File: src/hw/svs_consts.svh
// svs_consts.svh: offsets, field positions and reset values of the status block
// assumes: included by bare name from package and modules
`ifndef SVS_CONSTS_SVH
`define SVS_CONSTS_SVH

// register indices (word offsets); byte address is four times the index
`define SVS_IDX_FLAGS      4
`define SVS_IDX_STOPNODE   5
`define SVS_IDX_MISS_OUT   6
`define SVS_IDX_MISS_IN    7
`define SVS_IDX_UNREG_OUT  8
`define SVS_IDX_UNREG_IN   9
`define SVS_IDX_CTRL       10
`define SVS_IDX_IRQ_STAT   11
`define SVS_IDX_IRQ_MASK   12

`define SVS_ADDR_FLAGS     12'h010
`define SVS_ADDR_STOPNODE  12'h014
`define SVS_ADDR_MISS_OUT  12'h018
`define SVS_ADDR_MISS_IN   12'h01c
`define SVS_ADDR_UNREG_OUT 12'h020
`define SVS_ADDR_UNREG_IN  12'h024
`define SVS_ADDR_CTRL      12'h028
`define SVS_ADDR_IRQ_STAT  12'h02c
`define SVS_ADDR_IRQ_MASK  12'h030

// field positions in the flags word
`define SVS_BIT_REGDONE    0
`define SVS_BIT_MISSING    8
`define SVS_BIT_UNREG      9
`define SVS_BIT_STOPPED    10
`define SVS_BIT_ERROR      15
// field positions in the stopped-node word
`define SVS_BIT_STYPE      15
// control word fields
`define SVS_BIT_REGEN      0
`define SVS_BIT_STOPEN     1

`define SVS_RESET_WORD     16'h0000
`define SVS_NODES          16
`endif

File: src/hw/svs_pkg.sv
// svs_pkg: types shared by the status block modules
// assumes: svs_consts.svh on the include path
`include "svs_consts.svh"
package svs_pkg;
    typedef logic [`SVS_NODES-1:0] svs_map_t;
    typedef enum logic [1:0] {
        SVS_IDLE    = 2'b00,
        SVS_MONITOR = 2'b01,
        SVS_RUN     = 2'b10
    } svs_phase_t;
endpackage

File: src/hw/svs_evt_if.sv
// svs_evt_if: event bundle from verification core to register slave
// assumes: single clock domain
`timescale 1ns/1ps
`default_nettype none
interface svs_evt_if;
    import svs_pkg::*;
    logic [3:0] evt;      // regdone, missing, unreg, stopped rising events
    modport core (output evt);
    modport regs (input evt);
endinterface
`default_nettype wire

File: src/hw/svs_verify_core.sv
// svs_verify_core: registration verification and communications-stop capture
// assumes: participation inputs are synchronous levels, one per node
`timescale 1ns/1ps
`default_nettype none
`include "svs_consts.svh"
module svs_verify_core
    import svs_pkg::*;
(
    input  wire logic       core_clk,     // system clock
    input  wire logic       resetn,       // async reset, low active
    input  wire logic       regEnable,    // registration check enabled
    input  wire logic       stopEnable,   // communications-stop mode
    input  wire svs_map_t   regOut,       // registered output slaves
    input  wire svs_map_t   regIn,        // registered input slaves
    input  wire svs_map_t   joinedOut,    // output slaves now in network
    input  wire svs_map_t   joinedIn,     // input slaves now in network
    input  wire logic       monitorDone,  // monitoring time elapsed, pulse
    input  wire logic       commErr,      // comm error halted exchange, pulse
    input  wire logic [3:0] errNode,      // node of faulting slave
    input  wire logic       errIsInput,   // faulting slave is an input slave
    output logic [15:0]     flagsWord,    // status flags word
    output logic [15:0]     stopWord,     // stopped node record
    output svs_map_t        missOut,      // missing output slaves
    output svs_map_t        missIn,       // missing input slaves
    output svs_map_t        unregOut,     // unregistered output slaves
    output svs_map_t        unregIn,      // unregistered input slaves
    svs_evt_if.core         evtBus        // events to the register slave
);
    typedef struct packed {
        svs_phase_t phase;
        logic       regDone;
        logic       stopped;
        logic [3:0] node;
        logic       sType;
        svs_map_t   missOut;
        svs_map_t   missIn;
        svs_map_t   unregOut;
        svs_map_t   unregIn;
        logic [3:0] evt;
    } svs_core_t;
    svs_core_t state_reg, state_next;

    // ------------------------------------------------------------
    // next state
    // ------------------------------------------------------------
    always_comb begin
        state_next     = state_reg;
        state_next.evt = 4'h0;
        if (state_reg.phase == SVS_IDLE) begin
            state_next.phase = SVS_MONITOR;
        end
        if (regEnable && state_reg.phase != SVS_IDLE) begin
            state_next.unregOut = state_reg.unregOut | (joinedOut & ~regOut);
            state_next.unregIn  = state_reg.unregIn | (joinedIn & ~regIn);
            if (state_reg.phase == SVS_MONITOR && monitorDone) begin
                state_next.phase = SVS_RUN;
                if ((regOut | regIn) != '0 &&
                    (regOut & ~joinedOut) == '0 && (regIn & ~joinedIn) == '0) begin
                    state_next.regDone = 1'b1;
                end
                state_next.missOut = regOut & ~joinedOut;
                state_next.missIn  = regIn & ~joinedIn;
            end else if (state_reg.phase == SVS_RUN) begin
                // clears itself as the slave joins
                state_next.missOut = state_reg.missOut & ~joinedOut;
                state_next.missIn  = state_reg.missIn & ~joinedIn;
            end
        end
        // first stop captures node and type
        if (stopEnable && commErr && !state_reg.stopped) begin
            state_next.stopped = 1'b1;
            state_next.node    = errNode;
            state_next.sType   = errIsInput;
        end
        // rising edges feed the sticky interrupt status
        state_next.evt[0] = state_next.regDone & ~state_reg.regDone;
        state_next.evt[1] = ((state_next.missOut | state_next.missIn) != '0) &&
                            ((state_reg.missOut | state_reg.missIn) == '0);
        state_next.evt[2] = ((state_next.unregOut | state_next.unregIn) != '0) &&
                            ((state_reg.unregOut | state_reg.unregIn) == '0);
        state_next.evt[3] = state_next.stopped & ~state_reg.stopped;
    end

    always_ff @(posedge core_clk or negedge resetn) begin
        if (!resetn) begin
            state_reg <= '0;
        end else begin
            state_reg <= state_next;
        end
    end

    // ------------------------------------------------------------
    // status words
    // ------------------------------------------------------------
    always_comb begin
        flagsWord = `SVS_RESET_WORD;
        flagsWord[`SVS_BIT_REGDONE] = state_reg.regDone;
        flagsWord[`SVS_BIT_MISSING] = (state_reg.missOut | state_reg.missIn) != '0;
        flagsWord[`SVS_BIT_UNREG]   = (state_reg.unregOut | state_reg.unregIn) != '0;
        flagsWord[`SVS_BIT_STOPPED] = state_reg.stopped;
        // summary is or of the three
        flagsWord[`SVS_BIT_ERROR]   = flagsWord[`SVS_BIT_MISSING] |
                                      flagsWord[`SVS_BIT_UNREG] | state_reg.stopped;
        stopWord = {state_reg.sType, 7'h00, 4'h0, state_reg.node};
    end
    assign missOut    = state_reg.missOut;
    assign missIn     = state_reg.missIn;
    assign unregOut   = state_reg.unregOut;
    assign unregIn    = state_reg.unregIn;
    assign evtBus.evt = state_reg.evt;
endmodule
`default_nettype wire

File: src/hw/svs_status_top.sv
// svs_status_top: slave verification status bank with APB slave and interrupt
// assumes: one clock; participation and error inputs synchronous to core_clk
//
// Added by the designer: the APB slave port.
`timescale 1ns/1ps
`default_nettype none
`include "svs_consts.svh"
// How it works
// - flag registration complete when all registered slaves joined in time.
// - never flag registration complete with an empty registration table.
// - flag missing slaves after monitoring; clear as they join.
// - flag unregistered slave joining; sticky until restart.
// - in stop mode, flag communications stopped on error; sticky.
// - summary error flag is or of missing, unregistered, stopped.
// - store faulting node number in low byte of stop record.
// - stored node number held until restart.
// - store faulting slave type in bit 15: 1 input, 0 output.
// - slave type bit held until restart.
// - missing nodes marked in output and input bitmaps, words six, seven.
module svs_status_top
    import svs_pkg::*;
(
    input  wire logic        core_clk,    // 125 MHz clock
    input  wire logic        resetn,      // async reset, unit restart
    input  wire logic [11:0] paddr,       // apb address
    input  wire logic        psel,        // apb select
    input  wire logic        penable,     // apb enable
    input  wire logic        pwrite,      // apb direction
    input  wire logic [31:0] pwdata,      // apb write data
    output logic      [31:0] prdata,      // apb read data
    output logic             pready,      // apb ready
    output logic             pslverr,     // apb error
    input  wire svs_map_t    regOut,      // registered output slaves
    input  wire svs_map_t    regIn,       // registered input slaves
    input  wire svs_map_t    joinedOut,   // output slaves in network
    input  wire svs_map_t    joinedIn,    // input slaves in network
    input  wire logic        monitorDone, // monitoring time elapsed pulse
    input  wire logic        commErr,     // comm error halted exchange pulse
    input  wire logic [3:0]  errNode,     // node of faulting slave
    input  wire logic        errIsInput,  // faulting slave type
    output logic             irq          // level interrupt
);
    svs_evt_if evtBus();
    logic [15:0] flagsWord;
    logic [15:0] stopWord;
    svs_map_t    missOut, missIn, unregOut, unregIn;

    typedef struct packed {
        logic [1:0]  ctrl;
        logic [3:0]  irqStat;
        logic [3:0]  irqMask;
        logic [31:0] rdata;
        logic        ready;
        logic        err;
        logic        irq;
    } svs_top_t;
    svs_top_t state_reg, state_next;

    svs_verify_core core_u (
        .core_clk    (core_clk),
        .resetn      (resetn),
        .regEnable   (state_reg.ctrl[`SVS_BIT_REGEN]),
        .stopEnable  (state_reg.ctrl[`SVS_BIT_STOPEN]),
        .regOut      (regOut),
        .regIn       (regIn),
        .joinedOut   (joinedOut),
        .joinedIn    (joinedIn),
        .monitorDone (monitorDone),
        .commErr     (commErr),
        .errNode     (errNode),
        .errIsInput  (errIsInput),
        .flagsWord   (flagsWord),
        .stopWord    (stopWord),
        .missOut     (missOut),
        .missIn      (missIn),
        .unregOut    (unregOut),
        .unregIn     (unregIn),
        .evtBus      (evtBus.core)
    );

    // ------------------------------------------------------------
    // apb slave: one wait state, ready in the access cycle's next edge
    // ------------------------------------------------------------
    always_comb begin
        logic access;
        access               = psel && penable && !state_reg.ready;
        state_next           = state_reg;
        state_next.ready     = access;
        state_next.err       = 1'b0;
        state_next.rdata     = 32'h0000_0000;
        // sticky status: set wins over write-one clear
        state_next.irqStat   = state_reg.irqStat;
        if (access && pwrite && paddr == `SVS_ADDR_IRQ_STAT) begin
            state_next.irqStat = state_reg.irqStat & ~pwdata[3:0];
        end
        state_next.irqStat   = state_next.irqStat | evtBus.evt;
        if (access) begin
            // status words are read only; writes to them are refused
            unique case (paddr)
                `SVS_ADDR_FLAGS:     state_next.rdata = {16'h0000, flagsWord};
                `SVS_ADDR_STOPNODE:  state_next.rdata = {16'h0000, stopWord};
                `SVS_ADDR_MISS_OUT:  state_next.rdata = {16'h0000, missOut};
                `SVS_ADDR_MISS_IN:   state_next.rdata = {16'h0000, missIn};
                `SVS_ADDR_UNREG_OUT: state_next.rdata = {16'h0000, unregOut};
                `SVS_ADDR_UNREG_IN:  state_next.rdata = {16'h0000, unregIn};
                `SVS_ADDR_CTRL: begin
                    state_next.rdata = {30'h0, state_reg.ctrl};
                    if (pwrite) begin
                        state_next.ctrl = pwdata[1:0];
                    end
                end
                `SVS_ADDR_IRQ_STAT:  state_next.rdata = {28'h000_0000, state_reg.irqStat};
                `SVS_ADDR_IRQ_MASK: begin
                    state_next.rdata = {28'h000_0000, state_reg.irqMask};
                    if (pwrite) begin
                        state_next.irqMask = pwdata[3:0];
                    end
                end
                default:             state_next.err = 1'b1;
            endcase
            if (pwrite && paddr inside {`SVS_ADDR_FLAGS, `SVS_ADDR_STOPNODE,
                    `SVS_ADDR_MISS_OUT, `SVS_ADDR_MISS_IN, `SVS_ADDR_UNREG_OUT,
                    `SVS_ADDR_UNREG_IN}) begin
                state_next.err = 1'b1;
            end
            if (pwrite) begin
                state_next.rdata = 32'h0000_0000;
            end
        end
        // interrupt is a level from unmasked sticky bits
        state_next.irq = (state_next.irqStat & state_next.irqMask) != 4'h0;
    end

    // control and status clear on reset
    always_ff @(posedge core_clk or negedge resetn) begin
        if (!resetn) begin
            state_reg <= '0;
        end else begin
            state_reg <= state_next;
        end
    end

    assign prdata  = state_reg.rdata;
    assign pready  = state_reg.ready;
    assign pslverr = state_reg.err;
    assign irq     = state_reg.irq;
endmodule
`default_nettype wire

File: config.mk
export PLATFORM = sky130hd
export DESIGN_NAME = svs_status_top
export DESIGN_NICKNAME = d
export VERILOG_FILES = /design/src/hw/svs_pkg.sv /design/src/hw/svs_evt_if.sv /design/src/hw/svs_verify_core.sv /design/src/hw/svs_status_top.sv
export VERILOG_INCLUDE_DIRS = /design/src /design/src/hw
export SDC_FILE = /design/constraint.sdc
export NUM_CORES = 1
export LEC_CHECK = 0
export ABC_AREA = 1
export BUFFER_PORTS_ARGS = -buffer_cell sky130_fd_sc_hd__clkbuf_2
export CAP_MARGIN = 10
export CORE_UTILIZATION = 55
export CTS_CLUSTER_SIZE = 24
export DETAILED_ROUTE_END_ITERATION = 6
export PLACE_DENSITY = 0.84
export SYNTH_ARGS = -nofsm -noshare
export SYNTH_HDL_FRONTEND = slang
export SYNTH_SLANG_ARGS = --single-unit
File: constraint.sdc
create_clock -name core_clk -period 3.3 [get_ports core_clk]
set_input_delay 0.165 -clock core_clk [delete_from_list [all_inputs] [get_ports core_clk]]
set_output_delay 0.165 -clock core_clk [all_outputs]
set_load 0.02 [all_outputs]
# ---- After elaboration in Yosys (flattened, before gate mapping)
# Cells that the tools add are included.
dict set report classes {
  eq_ne 11
  n_mux 17
  bitwise 27
  n_reduce_logical 30
}
# op count
set op_table {}
lappend op_table {{16-bit one-hot mux with 9 select lines} 1}
lappend op_table {{16-bit bitwise OR} 7}
lappend op_table {{16-bit bitwise AND} 6}
lappend op_table {{32-bit two-way mux} 3}
lappend op_table {{16-bit nonzero test} 5}
lappend op_table {{16-bit zero test} 4}
lappend op_table {{64-bit two-way mux} 1}
lappend op_table {{16-bit NOT} 4}
lappend op_table {{12-bit by 6-bit equality test with 1-bit output, second input constant} 5}
lappend op_table {{12-bit by 5-bit equality test with 1-bit output, second input constant} 4}
lappend op_table {{36-bit two-way mux} 1}
lappend op_table {{1-bit logical AND} 13}
lappend op_table {{4-bit two-way mux} 3}
lappend op_table {{9-bit OR reduction} 1}
lappend op_table {{4-bit bitwise AND} 2}
lappend op_table {{3-bit two-way mux} 2}
lappend op_table {{6-bit two-way mux} 1}
lappend op_table {{6-bit nonzero test} 1}
lappend op_table {{1-bit two-way mux} 4}
lappend op_table {{4-bit NOT} 1}
lappend op_table {{4-bit bitwise OR} 1}
lappend op_table {{4-bit nonzero test} 1}
lappend op_table {{3-bit AND reduction} 1}
lappend op_table {{1-bit bitwise AND} 2}
lappend op_table {{8 further kinds} 11}
dict set report totals {
  elab_cells 102
  regBits 122
  out_inout_bits 35
}

# ---- Depth between registers and ports, before layout
# Gate-level depths: netlist of the first run.
dict set report depth {
  ltp_word 9
  ltp_mapped 13
  ltp_nobuf 13
}

# ---- Hierarchy
# Synthesis of the first run repeated with hierarchy kept, for this count alone.
dict set report unflattened {
  hier_cells 1123
  area_unflattened_um2 7514.7
}
# mod n_inst cells_per_inst area_each_um2
set by_module_without_submodules {}
lappend by_module_without_submodules {svs_verify_core 1 752 5079.9}
lappend by_module_without_submodules {svs_status_top 1 371 2434.8}

# ---- Worst setup path before layout of the first run
# Ideal clock, no wire load.
dict set report synth_path {
  kind {register to register}
  from {register state_reg, in the netlist pready}
  to {register state_reg, in the netlist irq}
  setup_time_ns 0.065
  arrival_time_ns 1.481
  n_path_buf 0
  setup_slack_ns 1.754
  path_stages_with_launch 9
  period_less_slack_ns 1.546
  cell_sequence {dfrtp_1 nand3b_1 nor2_2 nand4_2 o21ai_0 nand2_1 nand2_1 inv_1 nand2_1}
}
# item line_no
set synth_lines {}
lappend synth_lines {{start: declaration} svs_status_top.sv:57} ;# svs_top_t state_reg, state_next;
lappend synth_lines {{start signal: assignment} svs_status_top.sv:139} ;# state_reg <= state_next;

==> key figures, run 1 <==
Status
  • Outcome: complete, no violations

Clock tree
  • CTS HTree Levels: 3
  • Clock root buffer: clkbuf_16
  • CTS tree: done
  • Worst-path clk slew: 0.07 ns
  • CTS max path bufs: 2
  • CTS Sinks: 106
  • Post-CTS Setup Bufs: 0
  • Clk Latency, worst-skew pair: around 0.35 ns
  • CTS buffer count: 9

Synthesis
  • Number of flops mapped to enable cells by yosys: 0
  • Post-synth top area share: 0.414
  • Most common cell in the netlist: nand2_1
  • Sequential area share after synthesis: 0.414
  • Multiplexer share of the synthesized area: 0
  • Area fraction in compound gates after synthesis: 0.0770
  • Largest family of logic cells by synthesized area: simple AND/OR/NAND/NOR gates
  • Synthesized instance count: about 960
  • Largest area contributor in the netlist: dfrtp_1
  • Yosys warns: 0
  • Syn avg cell area: about 6.7 µm²
  • Synth Area in XOR/XNOR: 0
  • Library cells used by synthesis: 32
  • Synthesized flop and latch total: approximately 110
  • Top FF cell, synth: dfrtp_1
  • Simple-gate share of the synthesized area: 0.340
  • Asr flop ratio synth: 1.00
  • Synth area leaders: dfrtp_1 41%, nand2_1 16%, inv_1 11%
  • Post-Synth Adder-Cell Area: 0
  • Top cells by count, synth: 279 x nand2_1, 190 x inv_1, 146 x nor2_1, 106 x dfrtp_1, 60 x o21ai_0
  • Mapped cell area: approximately 6400 µm²

Floorplan
  • Core area: between 10000 and 15000 µm²
  • Die H: 110 µm
  • Die width: about 110 µm
  • IO Pins: roughly 160
  • Initial Utilization: 0.563
  • Full die area: 12100 µm²
  • Row cnt: 39

Setup path
  • Worst EP required: approximately 3.5 ns
  • FF-to-FF Start: core_u.state_reg[76]$_DFF_PN0_
  • Cell repeated most along the worst path: nand2_1
  • Setup Crit Path Kind: register to register
  • CP max-delay cell: nor2_2
  • Startpoint Class: register
  • Worst path top cell family by delay: simple AND/OR/NAND/NOR gates
  • Worst Path Arrival: about 2.6 ns
  • Top fanout value on the critical path: 17
  • Setup crit end kind: register
  • Largest stage delay, worst path: a little over 0.6 ns
  • Crit path cell chain: inv_1, nor2_2, nand2_1, nand2_1, nand2_1, nand2_1, nand3_1, nor2_1, nand2_1, nor2_1, a21oi_1
  • Reg-to-reg setup timing slack: roughly 0.95 ns
  • R2R depth: 11
  • R2r endpoint: core_u.evtBus.evt[1]$_DFF_PN0_
  • Buf/Inv on CP: 1

Drt
  • DR iter-0 viols: 476
  • Post-DRT Antenna Nets: 0
  • Routed WL: approximately 17000 µm
  • Drt via density: approximately 5.2
  • Via count: approximately 6200
  • # DRC: 0
  • WL/cell: roughly 14 µm
  • DR pass1 iterations: 5

Finish
  • Diode count: 0
  • Fillers: 1054
  • Post-layout net count: ~1200
  • Layout cells sized above 1: 0.142
  • Area Growth Syn to Fin: 12.1%

Worst hold path
  • Hold path cells: 3
  • Worst hold endpoint: core_u.stopWord[3]$_DFFE_PN0P_
  • Worst Hold Launch: errNode[3]
  • Hold crit path type: primary input to register

STA
  • Final min period: about 2.4 ns
  • Tcrit/Tclk final: 0.713
  • Setup TNS: 0 ns
  • Setup Skew: about 0.0086 ns
  • F_max: around 430 MHz
  • RSZ-0062 raised after global routing: no
  • Worst relative slew slack: 0.474
  • Final Hold Fails: 0
  • Max Slew Vio Count: 0
  • Setup violations, final: 0
  • Slew @ Worst Pin: between 0.7 and 0.8 ns

Placement
  • Final HPWL DP: about 13000 µm
  • Gpl congestion: slightly above 1
  • Number of I/O port buffers: 110

Power and ir drop
  • Seq pwr share: 0.511
  • Share of power burned in the clock network: 0.396
  • P_sw: ~640 µW
  • Sw Ratio: 0.246
  • P per Cell Area: ~360 nW/µm²
  • Tot Pwr: between 2 and 3 mW
  • Combinational share of power: 0.094
  • Leak: about 4.2 nW
  • Power Internal: around 2 mW
  • Maximum VDD drop: between 0.0002 and 0.00025 V

Global routing
  • Initial antenna violation count: 0
  • Largest net degree at the start of global routing: 39
  • Vias in the first global route: approximately 5600
  • Total gr overflow: 0
  • First-pass GRT wire length: between 20000 and 30000 µm
  • GRT Util Overall: 0.290

Flow run
  • Max-cap viol count: 0
worst max path at each step:
| stage | startpoint | end | slack (ns) | cells past startpoint |
|---|---|---|---|---|
| finish | core_u.state_reg[76]$_DFF_PN0_ | core_u.evtBus.evt[1]$_DFF_PN0_ | 0.95 | 11 |
| global placement | core_u.state_reg[76]$_DFF_PN0_ | core_u.evtBus.evt[1]$_DFF_PN0_ | 1.06 | 11 |
| CTS | core_u.state_reg[76]$_DFF_PN0_ | core_u.evtBus.evt[1]$_DFF_PN0_ | 1.01 | 11 |
| floorplan | pready$_DFF_PN0_ | irq$_DFF_PN0_ | 1.75 | 8 |
| global route | core_u.state_reg[76]$_DFF_PN0_ | core_u.evtBus.evt[1]$_DFF_PN0_ | 0.76 | 11 |
| detailed placement | core_u.state_reg[76]$_DFF_PN0_ | core_u.evtBus.evt[1]$_DFF_PN0_ | 1.03 | 11 |
tightest hold or removal path, cell delays in order:
cell,delay (ns)
clkbuf_2,0.07
nand2_1,0.04
nand2_1,0.05
kinds of logic (layout without fill, tap and decap cells):
logic type | count (synthesis) | in the layout
buffers and inverters | 243 | 324
other | 1 | 16
and+or+nand+nor | 517 | 517
AOI/OAI and AO/OA | 88 | 88
DFF | 106 | 106
what timing repair did:
action	4_1_cts	5_1_grt
hold buffers	1	0
gates resized for setup	0	0
hold endpoints to repair	31	0
layout by cell type, fill, tap and decap left out, types with 4 or more instances in the layout:
cell       netlist  final
nand2_1        279    279
inv_1          190    190
nor2_1         146    146
clkbuf_2         3    109
dfrtp_1        106    106
o21ai_0         60     60
nand3_1         28     28
nand4_1         26     26
o22ai_1         20     20
conb_1           1     16
nor4_1          11     11
clkbuf_16        0      9
buf_4           32      6
nor2_2           5      5
nand3b_1         5      5
or2_2            4      4
nor3_1           4      4
o211ai_1         4      4
final cells by class:
type	instances	area (µm²)	area share
timing repair buffer	117	621	0.0864
tap	143	179	0.0249
inverter	191	717	0.0999
clock inverter	4	26.3	0.00366
sequential	106	2650	0.369
clock buffer	12	256	0.0357
multi-input combinational	621	2730	0.380
layer usage:
layer	track usage	wire length, µm	vias up
met5	0	0	-
met4	0.129	567	0
met3	0.0557	1470	56
met2	0.466	7780	270
met1	0.380	6880	2810
li1	-	-	3046
metrics by stage:
stage	instance area, µm²	instances	setup slack [ns]	hold WS (ns)	util
final	7180	1194	0.948	0.0183	0.631
after global routing	7180	1194	0.763	0.0321	0.631
after CTS	7180	1194	1.01	0.0129	0.631
after detailed placement	6890	1177	1.03	0.121	0.606
after global placement	6890	1177	1.06	0.117	0.606
after floorplan	6460	970	1.75	-0.131	-
power groups by stage:
stage | logic [mW] | registers, mW | clock network, mW
2_1_floorplan | 0.130 | 1.35 | 0
3_3_place_gp | 0.236 | 1.35 | 0
3_5_place_dp | 0.240 | 1.35 | 0
4_1_cts | 0.243 | 1.32 | 1.04
5_1_grt | 0.276 | 1.32 | 1.08
6_report | 0.243 | 1.32 | 1.02
(Power assumes the default switching activity.)
==> run 2, diff against run 1 <==
- ABC_AREA: 1 -> 0
- CORE_UTILIZATION: 55 -> 48
- PLACE_DENSITY: 0.84 -> 0.79
- clock period: 3.3 -> 2 ns (I/O delays scaled with it)
==> run 2 against run 1 <==
Effect of this change: the flow now finishes with violations (DRC, setup timing); die area rose by 5.7%; register-to-register slack got worse by 1.2 ns; wire length rose by 25%; sequential share of layout area fell by 3.0 points; critical endpoint unchanged; largest cell class unchanged.
==> key figures, run 2 <==
Global routing
  • Initial antenna violation count: 0 (unchanged)
  • GRT Util Overall: 0.346 (+0.0561)
  • Vias in the first global route: 6119 (+10%)
  • Largest net degree at the start of global routing: 40 (+2.6%)
  • First-pass GRT wire length: 33100 µm (+26%)
  • Total gr overflow: 0 (unchanged)

Finish
  • Diode count: 0 (unchanged)
  • Layout cells sized above 1: 0.349 (+0.208)
  • Leading cell type in the layout, fill and taps excluded: clkbuf_2
  • Post-layout net count: 943 (-19%)
  • Most frequent cells in the layout: 109 x clkbuf_2, 104 x dfrtp_1, 75 x buf_4
  • Area Growth Syn to Fin: 32.4%
  • Fin util: 0.652 (+0.0202)

Synthesis
  • Library cells used by synthesis: 60 (+88%)
  • Mapped cell area: 5910 µm² (-7.7%)
  • Synthesized flop and latch total: 106 (unchanged)
  • Number of flops mapped to enable cells by yosys: 0 (unchanged)
  • Yosys warns: 0 (unchanged)
  • Top cells by count, synth: 106 x dfrtp_1, 48 x inv_1, 47 x nand2_1, 38 x nor4_1, 38 x o21ai_0
  • Synth area leaders: dfrtp_1 45%, buf_4 4.2%, nor4_1 4.0%
  • Most common cell in the netlist: dfrtp_1
  • Largest area contributor in the netlist: dfrtp_1
  • Syn avg cell area: 9.25 µm² (+38%)
  • Asr flop ratio synth: 1.00 (unchanged)
  • Synthesized instance count: 639 (-33%)
  • Post-synth top area share: 0.449 (+0.0344)
  • Sequential area share after synthesis: 0.449 (+0.0344)
  • Top FF cell, synth: dfrtp_1

Power and ir drop
  • Seq pwr share: 0.385 (-0.126)
  • Maximum VDD drop: 0.000957 V (+300%)
  • Sw Ratio: 0.332 (+0.0855)
  • Leak: 3.64 nW (-13%)
  • Share of power burned in the clock network: 0.284 (-0.112)
  • P per Cell Area: 917 nW/µm² (+150%)
  • Combinational share of power: 0.331 (+0.237)
  • Power Internal: 4.79 mW (+150%)
  • P_sw: 2.38 mW (+270%)

STA
  • Max Slew Vio Count: 0 (unchanged)
  • Setup WS post-layout: -0.227 ns (-1.17 ns)
  • Setup Skew: 0.00890 ns (+0.000270 ns)
  • Final Hold Fails: 0 (unchanged)
  • Tcrit/Tclk final: 1.11 (+0.401)
  • Worst relative slew slack: 0.597 (+0.123)
  • Setup TNS: -0.317 ns (-0.317 ns)
  • Final min period: 2.23 ns (-0.125 ns)
  • RSZ-0062 raised after global routing: yes
  • F_max: 449 MHz (+5.6%)
  • Setup violations, final: 2 (+2)
  • Slew @ Worst Pin: 0.596 ns (-0.191 ns)

Setup path
  • Largest stage delay, worst path: 0.42 ns (-0.20 ns)
  • CP max-delay cell: dfrtp_2
  • Crit path cell chain: nand4b_1, buf_6, buf_6, buf_6, o211ai_1, nand4_1, nor4bb_2, o2111ai_1, o31a_1
  • Worst path top cell family by delay: simple AND/OR/NAND/NOR gates
  • Cell repeated most along the worst path: buf_6
  • Setup crit end kind: register
  • Top fanout value on the critical path: 7 (-10)
  • Worst Path Arrival: 2.47 ns (-0.12 ns)
  • Setup Crit Path Kind: register to register
  • Worst EP required: 2.25 ns (-1.28 ns)
  • Buf/Inv on CP: 3 (+2)
  • Startpoint Class: register

Floorplan
  • Row cnt: 40 (+2.6%)
  • Die width: 113 µm (+2.8%)
  • IO Pins: 155 (unchanged)
  • Initial Utilization: 0.492 (-0.0709)
  • Full die area: 12800 µm² (+5.7%)
  • Core area: 12000 µm² (+5.6%)
  • Die H: 113 µm (+2.8%)

Clock tree
  • CTS HTree Levels: 3 (unchanged)
  • Clk Latency, worst-skew pair: 0.36 ns (about the same)
  • CTS Sinks: 106 (unchanged)
  • CTS tree: done
  • Worst-path clk slew: 0.07 ns (about the same)
  • CTS max path bufs: 2 (unchanged)
  • Clock root buffer: clkbuf_16
  • CTS buffer count: 9 (unchanged)

Drt
  • # DRC: 1 (+1)
  • Routed WL: 20900 µm (+25%)
  • DR iter-0 viols: 607 (+28%)
  • Drt via density: 6.35 (+23%)
  • Post-DRT Antenna Nets: 0 (unchanged)
  • DR pass1 iterations: 7 (+2)
  • Via count: 6187 (+0.081%)
  • WL/cell: 21.5 µm (+54%)

Placement
  • Number of I/O port buffers: 110 (unchanged)
  • Gpl congestion: 1.00 (-0.35%)
  • Pre-CTS WS: -0.192 ns (-1.22 ns)
  • Final HPWL DP: 16100 µm (+23%)

Status
  • Failing checks: DRC, setup timing
  • Outcome: finished with violations

Worst hold path
  • Hold crit path type: primary input to register

Flow run
  • Max-cap viol count: 0 (unchanged)
-- run 2: cell count changes after synthesis, sizes merged, moves of 23 or more --
| cell | previous run | this run |
|---|---|---|
| nor2 | 153 | 25 |
| nand2 | 280 | 48 |
| nor4 | 11 | 39 |
| a21oi | 1 | 32 |
| o21ai | 61 | 38 |
| nor2b | 0 | 28 |
| inv | 191 | 48 |
-- run 2: path summary, 6_finish.rpt --
| path | start | endpoint | slack [ns] | depth (start not counted) |
|---|---|---|---|---|
| max | core_u.state_reg[76]$_DFF_PN0_ | core_u.evtBus.evt[1]$_DFF_PN0_ | -0.23 | 9 |
| min | pwdata[3] | state_reg[38]$_DFF_PN0_ | 0.02 | 2 |
| max reg2reg | core_u.state_reg[76]$_DFF_PN0_ | core_u.evtBus.evt[1]$_DFF_PN0_ | -0.23 | 9 |
| min reg2reg | pready$_DFF_PN0_ | pready$_DFF_PN0_ | 0.47 | 1 |
| max in group asynchronous | resetn | core_u.evtBus.evt[3]$_DFF_PN0_ | 1.13 | 3 |
| min in group asynchronous | resetn | core_u.unregIn[13]$_DFF_PN0_ | 0.27 | 2 |
-- run 2: power groups by stage --
stage	Combinational (mW)	Clock [mW]	Sequential (mW)
after floorplan	1.16	0	2.61
after global placement	1.92	0	2.76
after detailed placement	1.94	0	2.77
after CTS	2.29	2.07	2.73
after global routing	2.55	2.15	2.77
final	2.37	2.04	2.76
-- run 2: final cells by class --
type | instances | area [µm²]
inverter | 48 | 183
tap | 147 | 184
clock inverter | 5 | 103
fill | 967 | 4180
clock buffer | 10 | 239
sequential | 106 | 2660
multi-input combinational | 439 | 2960
timing repair buffer | 219 | 1500
-- run 2: timing repair --
action / CTS / global route
gates cloned: 0 / 0
setup buffers: 26 / 6
resized for setup: 37 / 21
hold buffers: 16 / 0
pin swaps: 11 / 7
endpoints found under the hold margin: 51 / 0
endpoints found under the setup margin: 2 / 7
-- run 2: kinds of logic (layout without fill, tap and decap cells) --
logic type | after synthesis | count (layout) | share of synthesized area
AOI/OAI and AO/OA | 187 | 187 | 0.223
buffers and inverters | 109 | 282 | 0.0914
and+or+nand+nor | 220 | 220 | 0.207
DFF | 106 | 106 | 0.449
other | 1 | 16 | 0.000634
muxes | 16 | 16 | 0.0298
-- run 2: per-stage QoR --
| stage | instances | total power, mW | hold slack, ns | area, µm² |
|---|---|---|---|---|
| after floorplan | 654 | 3.78 | -0.196 | 5980 |
| after global placement | 920 | 4.68 | 0.101 | 6920 |
| after detailed placement | 920 | 4.71 | 0.114 | 6920 |
| after CTS | 977 | 7.09 | 0.00566 | 7750 |
| after global routing | 974 | 7.47 | 0.0221 | 7830 |
| final | 974 | 7.18 | 0.0160 | 7830 |
-- run 2: layer usage --
metal	global-route usage	routed length [µm]	vias up
li1	-	-	2706
met1	0.452	8110	2944
met2	0.543	9600	466
met3	0.0809	2330	71
met4	0.170	879	0
met5	0	0	-
==> run 3, diff against run 2 <==
- CORE_UTILIZATION: 48 -> 50
- GPL_ROUTABILITY_DRIVEN: not set -> 0
- SYNTH_HIERARCHICAL: not set -> 1
==> run 3 against run 2 <==
Effect of this change: the flow finishes with violations (setup timing); largest power group unchanged; critical endpoint is now prdata[9]$_DFF_PN0_; synthesized cell count up 24%; clock skew shrank 0.0027 ns; global-route usage down 1.2 points; power is 39% lower.
==> key figures, run 3 <==
STA
  • F_max: 436 MHz (-2.9%)
  • Setup TNS: -0.842 ns (-0.526 ns)
  • Final Hold Fails: 0 (unchanged)
  • Worst relative slew slack: 0.594 (-0.00299)
  • Max Slew Vio Count: 0 (unchanged)
  • Final min period: 2.29 ns (+0.0657 ns)
  • RSZ-0062 raised after global routing: yes
  • Setup violations, final: 5 (+3)
  • Setup WS post-layout: -0.293 ns (-0.0657 ns)
  • Setup Skew: 0.00625 ns (-0.00265 ns)
  • Tcrit/Tclk final: 1.15 (+0.0329)
  • Slew @ Worst Pin: 0.608 ns (+0.0110 ns)

Finish
  • Layout cells sized above 1: 0.385 (+0.0351)
  • Most frequent cells in the layout: 138 x buf_4, 109 x clkbuf_2, 103 x dfrtp_1
  • Register Area: 2660 µm² (about the same)
  • Fillers: 1077 (+11%)
  • Fin util: 0.638 (-0.0133)
  • Area Growth Syn to Fin: 22.9%
  • Area of the multi-input gates: 3380 µm² (+14%)
  • Final non-filler cell total: 1121 (+15%)
  • Leading cell type in the layout, fill and taps excluded: buf_4
  • Post-layout net count: 1060 (+12%)

Synthesis
  • Synthesized flop and latch total: 106 (unchanged)
  • Synth area leaders: dfrtp_1 38%, buf_4 14%, a31o_2 4.0%
  • Top cells by count, synth: 133 x buf_4, 106 x dfrtp_1, 51 x nand2_1, 49 x nor2_1, 48 x inv_1
  • Yosys warns: 6 (+6)
  • Number of flops mapped to enable cells by yosys: 0 (unchanged)
  • Mapped cell area: 6960 µm² (+18%)
  • Largest area contributor in the netlist: dfrtp_1
  • Sequential area share after synthesis: 0.381 (-0.0676)
  • Post-synth top area share: 0.381 (-0.0676)
  • Library cells used by synthesis: 62 (+3.3%)
  • Synthesized instance count: 790 (+24%)
  • Asr flop ratio synth: 1.00 (unchanged)
  • Syn avg cell area: 8.81 µm² (-4.8%)
  • Top FF cell, synth: dfrtp_1
  • Most common cell in the netlist: buf_4

Drt
  • WL/cell: 21.2 µm (-1.5%)
  • # DRC: 0 (-1)
  • DR iter-0 viols: 1185 (+95%)
  • Post-DRT Antenna Nets: 0 (unchanged)
  • Via count: 6964 (+13%)
  • DR pass1 iterations: 7 (unchanged)
  • Drt via density: 6.21 (-2.2%)
  • Routed WL: 23700 µm (+13%)

Setup path
  • Reg-to-reg setup timing slack: -0.29 ns (-0.07 ns)
  • Crit path cell chain: nor4_2, buf_4, nand4_1, or2_4, buf_4, buf_6, buf_6, a22oi_2, nor2_1, a21oi_1, a21oi_1
  • Worst EP required: 2.22 ns (-0.03 ns)
  • R2R depth: 11 (+2)
  • Critical path launch point: core_u/unregOut[1]$_DFF_PN0_
  • CP max-delay cell: dfrtp_1
  • FF-to-FF Start: core_u/unregOut[1]$_DFF_PN0_
  • Last element of the critical path: prdata[9]$_DFF_PN0_
  • Setup crit end kind: register
  • Startpoint Class: register
  • Worst Path Arrival: 2.51 ns (+0.04 ns)
  • R2r endpoint: prdata[9]$_DFF_PN0_
  • Largest stage delay, worst path: 0.39 ns (-0.03 ns)
  • Setup Crit Path Kind: register to register
  • Top fanout value on the critical path: 2 (-5)

Clock tree
  • CTS tree: done
  • CTS buffer count: 9 (unchanged)
  • CTS Sinks: 106 (unchanged)
  • Worst-path clk slew: 0.07 ns (about the same)
  • Clock root buffer: clkbuf_16
  • CTS max path bufs: 2 (unchanged)
  • Clk Latency, worst-skew pair: 0.36 ns (about the same)
  • CTS HTree Levels: 3 (unchanged)

Global routing
  • Met2 global-route usage: 0.511 (-0.0321)
  • Largest net degree at the start of global routing: 38 (-5.0%)
  • Vias in the first global route: 6753 (+10%)
  • Busiest layer in global routing: met2
  • GRT met1 Usage: 0.401 (-0.0517)
  • GRT Util Overall: 0.334 (-0.0124)
  • Initial antenna violation count: 1 (+1)
  • Total gr overflow: 0 (unchanged)
  • First-pass GRT wire length: 35800 µm (+8.3%)
  • Met3 usage: 0.118 (+0.0370)

Floorplan
  • Die width: 120 µm (+6.2%)
  • Full die area: 14400 µm² (+13%)
  • Die H: 120 µm (+6.2%)
  • Row cnt: 42 (+5.0%)
  • IO Pins: 155 (unchanged)
  • Core area: 13400 µm² (+12%)
  • Initial Utilization: 0.520 (+0.0272)

Placement
  • Number of I/O port buffers: 110 (unchanged)
  • Dpl cells: 1081 (+18%)
  • Pre-CTS WS: -0.252 ns (-0.0602 ns)
  • Final HPWL DP: 18100 µm (+13%)

Power and ir drop
  • Tot Pwr: 4.41 mW (-39%)
  • Leak: 4.21 nW (+16%)
  • P per Cell Area: 515 nW/µm² (-44%)
  • Maximum VDD drop: 0.000393 V (-59%)

Worst hold path
  • Hold path cells: 3 (+1)
  • Hold crit path type: primary input to register

Status
  • Failing checks: setup timing
  • Outcome: finished with violations

Flow run
  • Max-cap viol count: 0 (unchanged)
run 3: how the worst min path moves through the flow:
stage / from / to / slack (ns)
final: pwdata[0] / state_reg[35]$_DFF_PN0_ / 0.04
after global routing: pwdata[0] / state_reg[43]$_DFFE_PN0P_ / 0.04
after CTS: joinedOut[14] / core_u/unregOut[14]$_DFF_PN0_ / 0.01
after detailed placement: resetn / state_reg[35]$_DFF_PN0_ / 0.10
after global placement: resetn / state_reg[35]$_DFF_PN0_ / 0.1
after floorplan: resetn / core_u/evtBus.evt[0]$_DFF_PN0_ / -0.20
run 3: timing repair:
| item | in CTS | in global routing |
|---|---|---|
| hold endpoints to repair | 44 | 0 |
| hold buffers | 12 | 0 |
| buffers inserted | 8 | 4 |
| pin swaps | 2 | 31 |
| setup endpoints to repair | 6 | 6 |
| resized for setup | 13 | 40 |
run 3: through the flow:
step	area, µm²	hold slack, ns
global route	8550	0.0438
finish	8550	0.0363
global placement	7810	0.0970
CTS	8310	0.0137
detailed placement	7810	0.101
floorplan	7140	-0.196
run 3: layer usage:
layer | vias up | routed length, µm
li1 | 3011 | -
met1 | 3242 | 8460
met2 | 561 | 10300
met3 | 148 | 3260
met4 | 2 | 1670
met5 | - | 13
run 3: layout make-up:
cell class,instances,area share
diodes,1,0.000293
clock buffers,13,0.0304
clock inverters,2,0.00146
inverters,48,0.0211
multi-input cells,506,0.395
flip-flops and latches,106,0.311
well taps,176,0.0257
repair buffers,269,0.215
run 3: where the power goes:
part           total, mW  switching [mW]  leakage (nW)  internal, mW
clock network       1.69           0.783         0.132         0.905
logic              0.554           0.339          2.64         0.215
registers           2.16         0.00969          1.44          2.15
total               4.41            1.13          4.21          3.28
run 3: kinds of logic after synthesis:
group                  Yosys count  share of synthesized area
buffers and inverters          214                      0.189
AO/OA/AOI/OAI                  187                      0.190
AND/OR/NAND/NOR                262                      0.209
multiplexers                    19                     0.0298
other                            2                    0.00108
flip-flops                     106                      0.381
run 3: critical path, delay by kind of cell (launching register included):
kind	cells	cell delay [ns]
compound gates	3	0.36
simple gates	4	0.89
buf+inv	4	0.50
flops	1	0.39
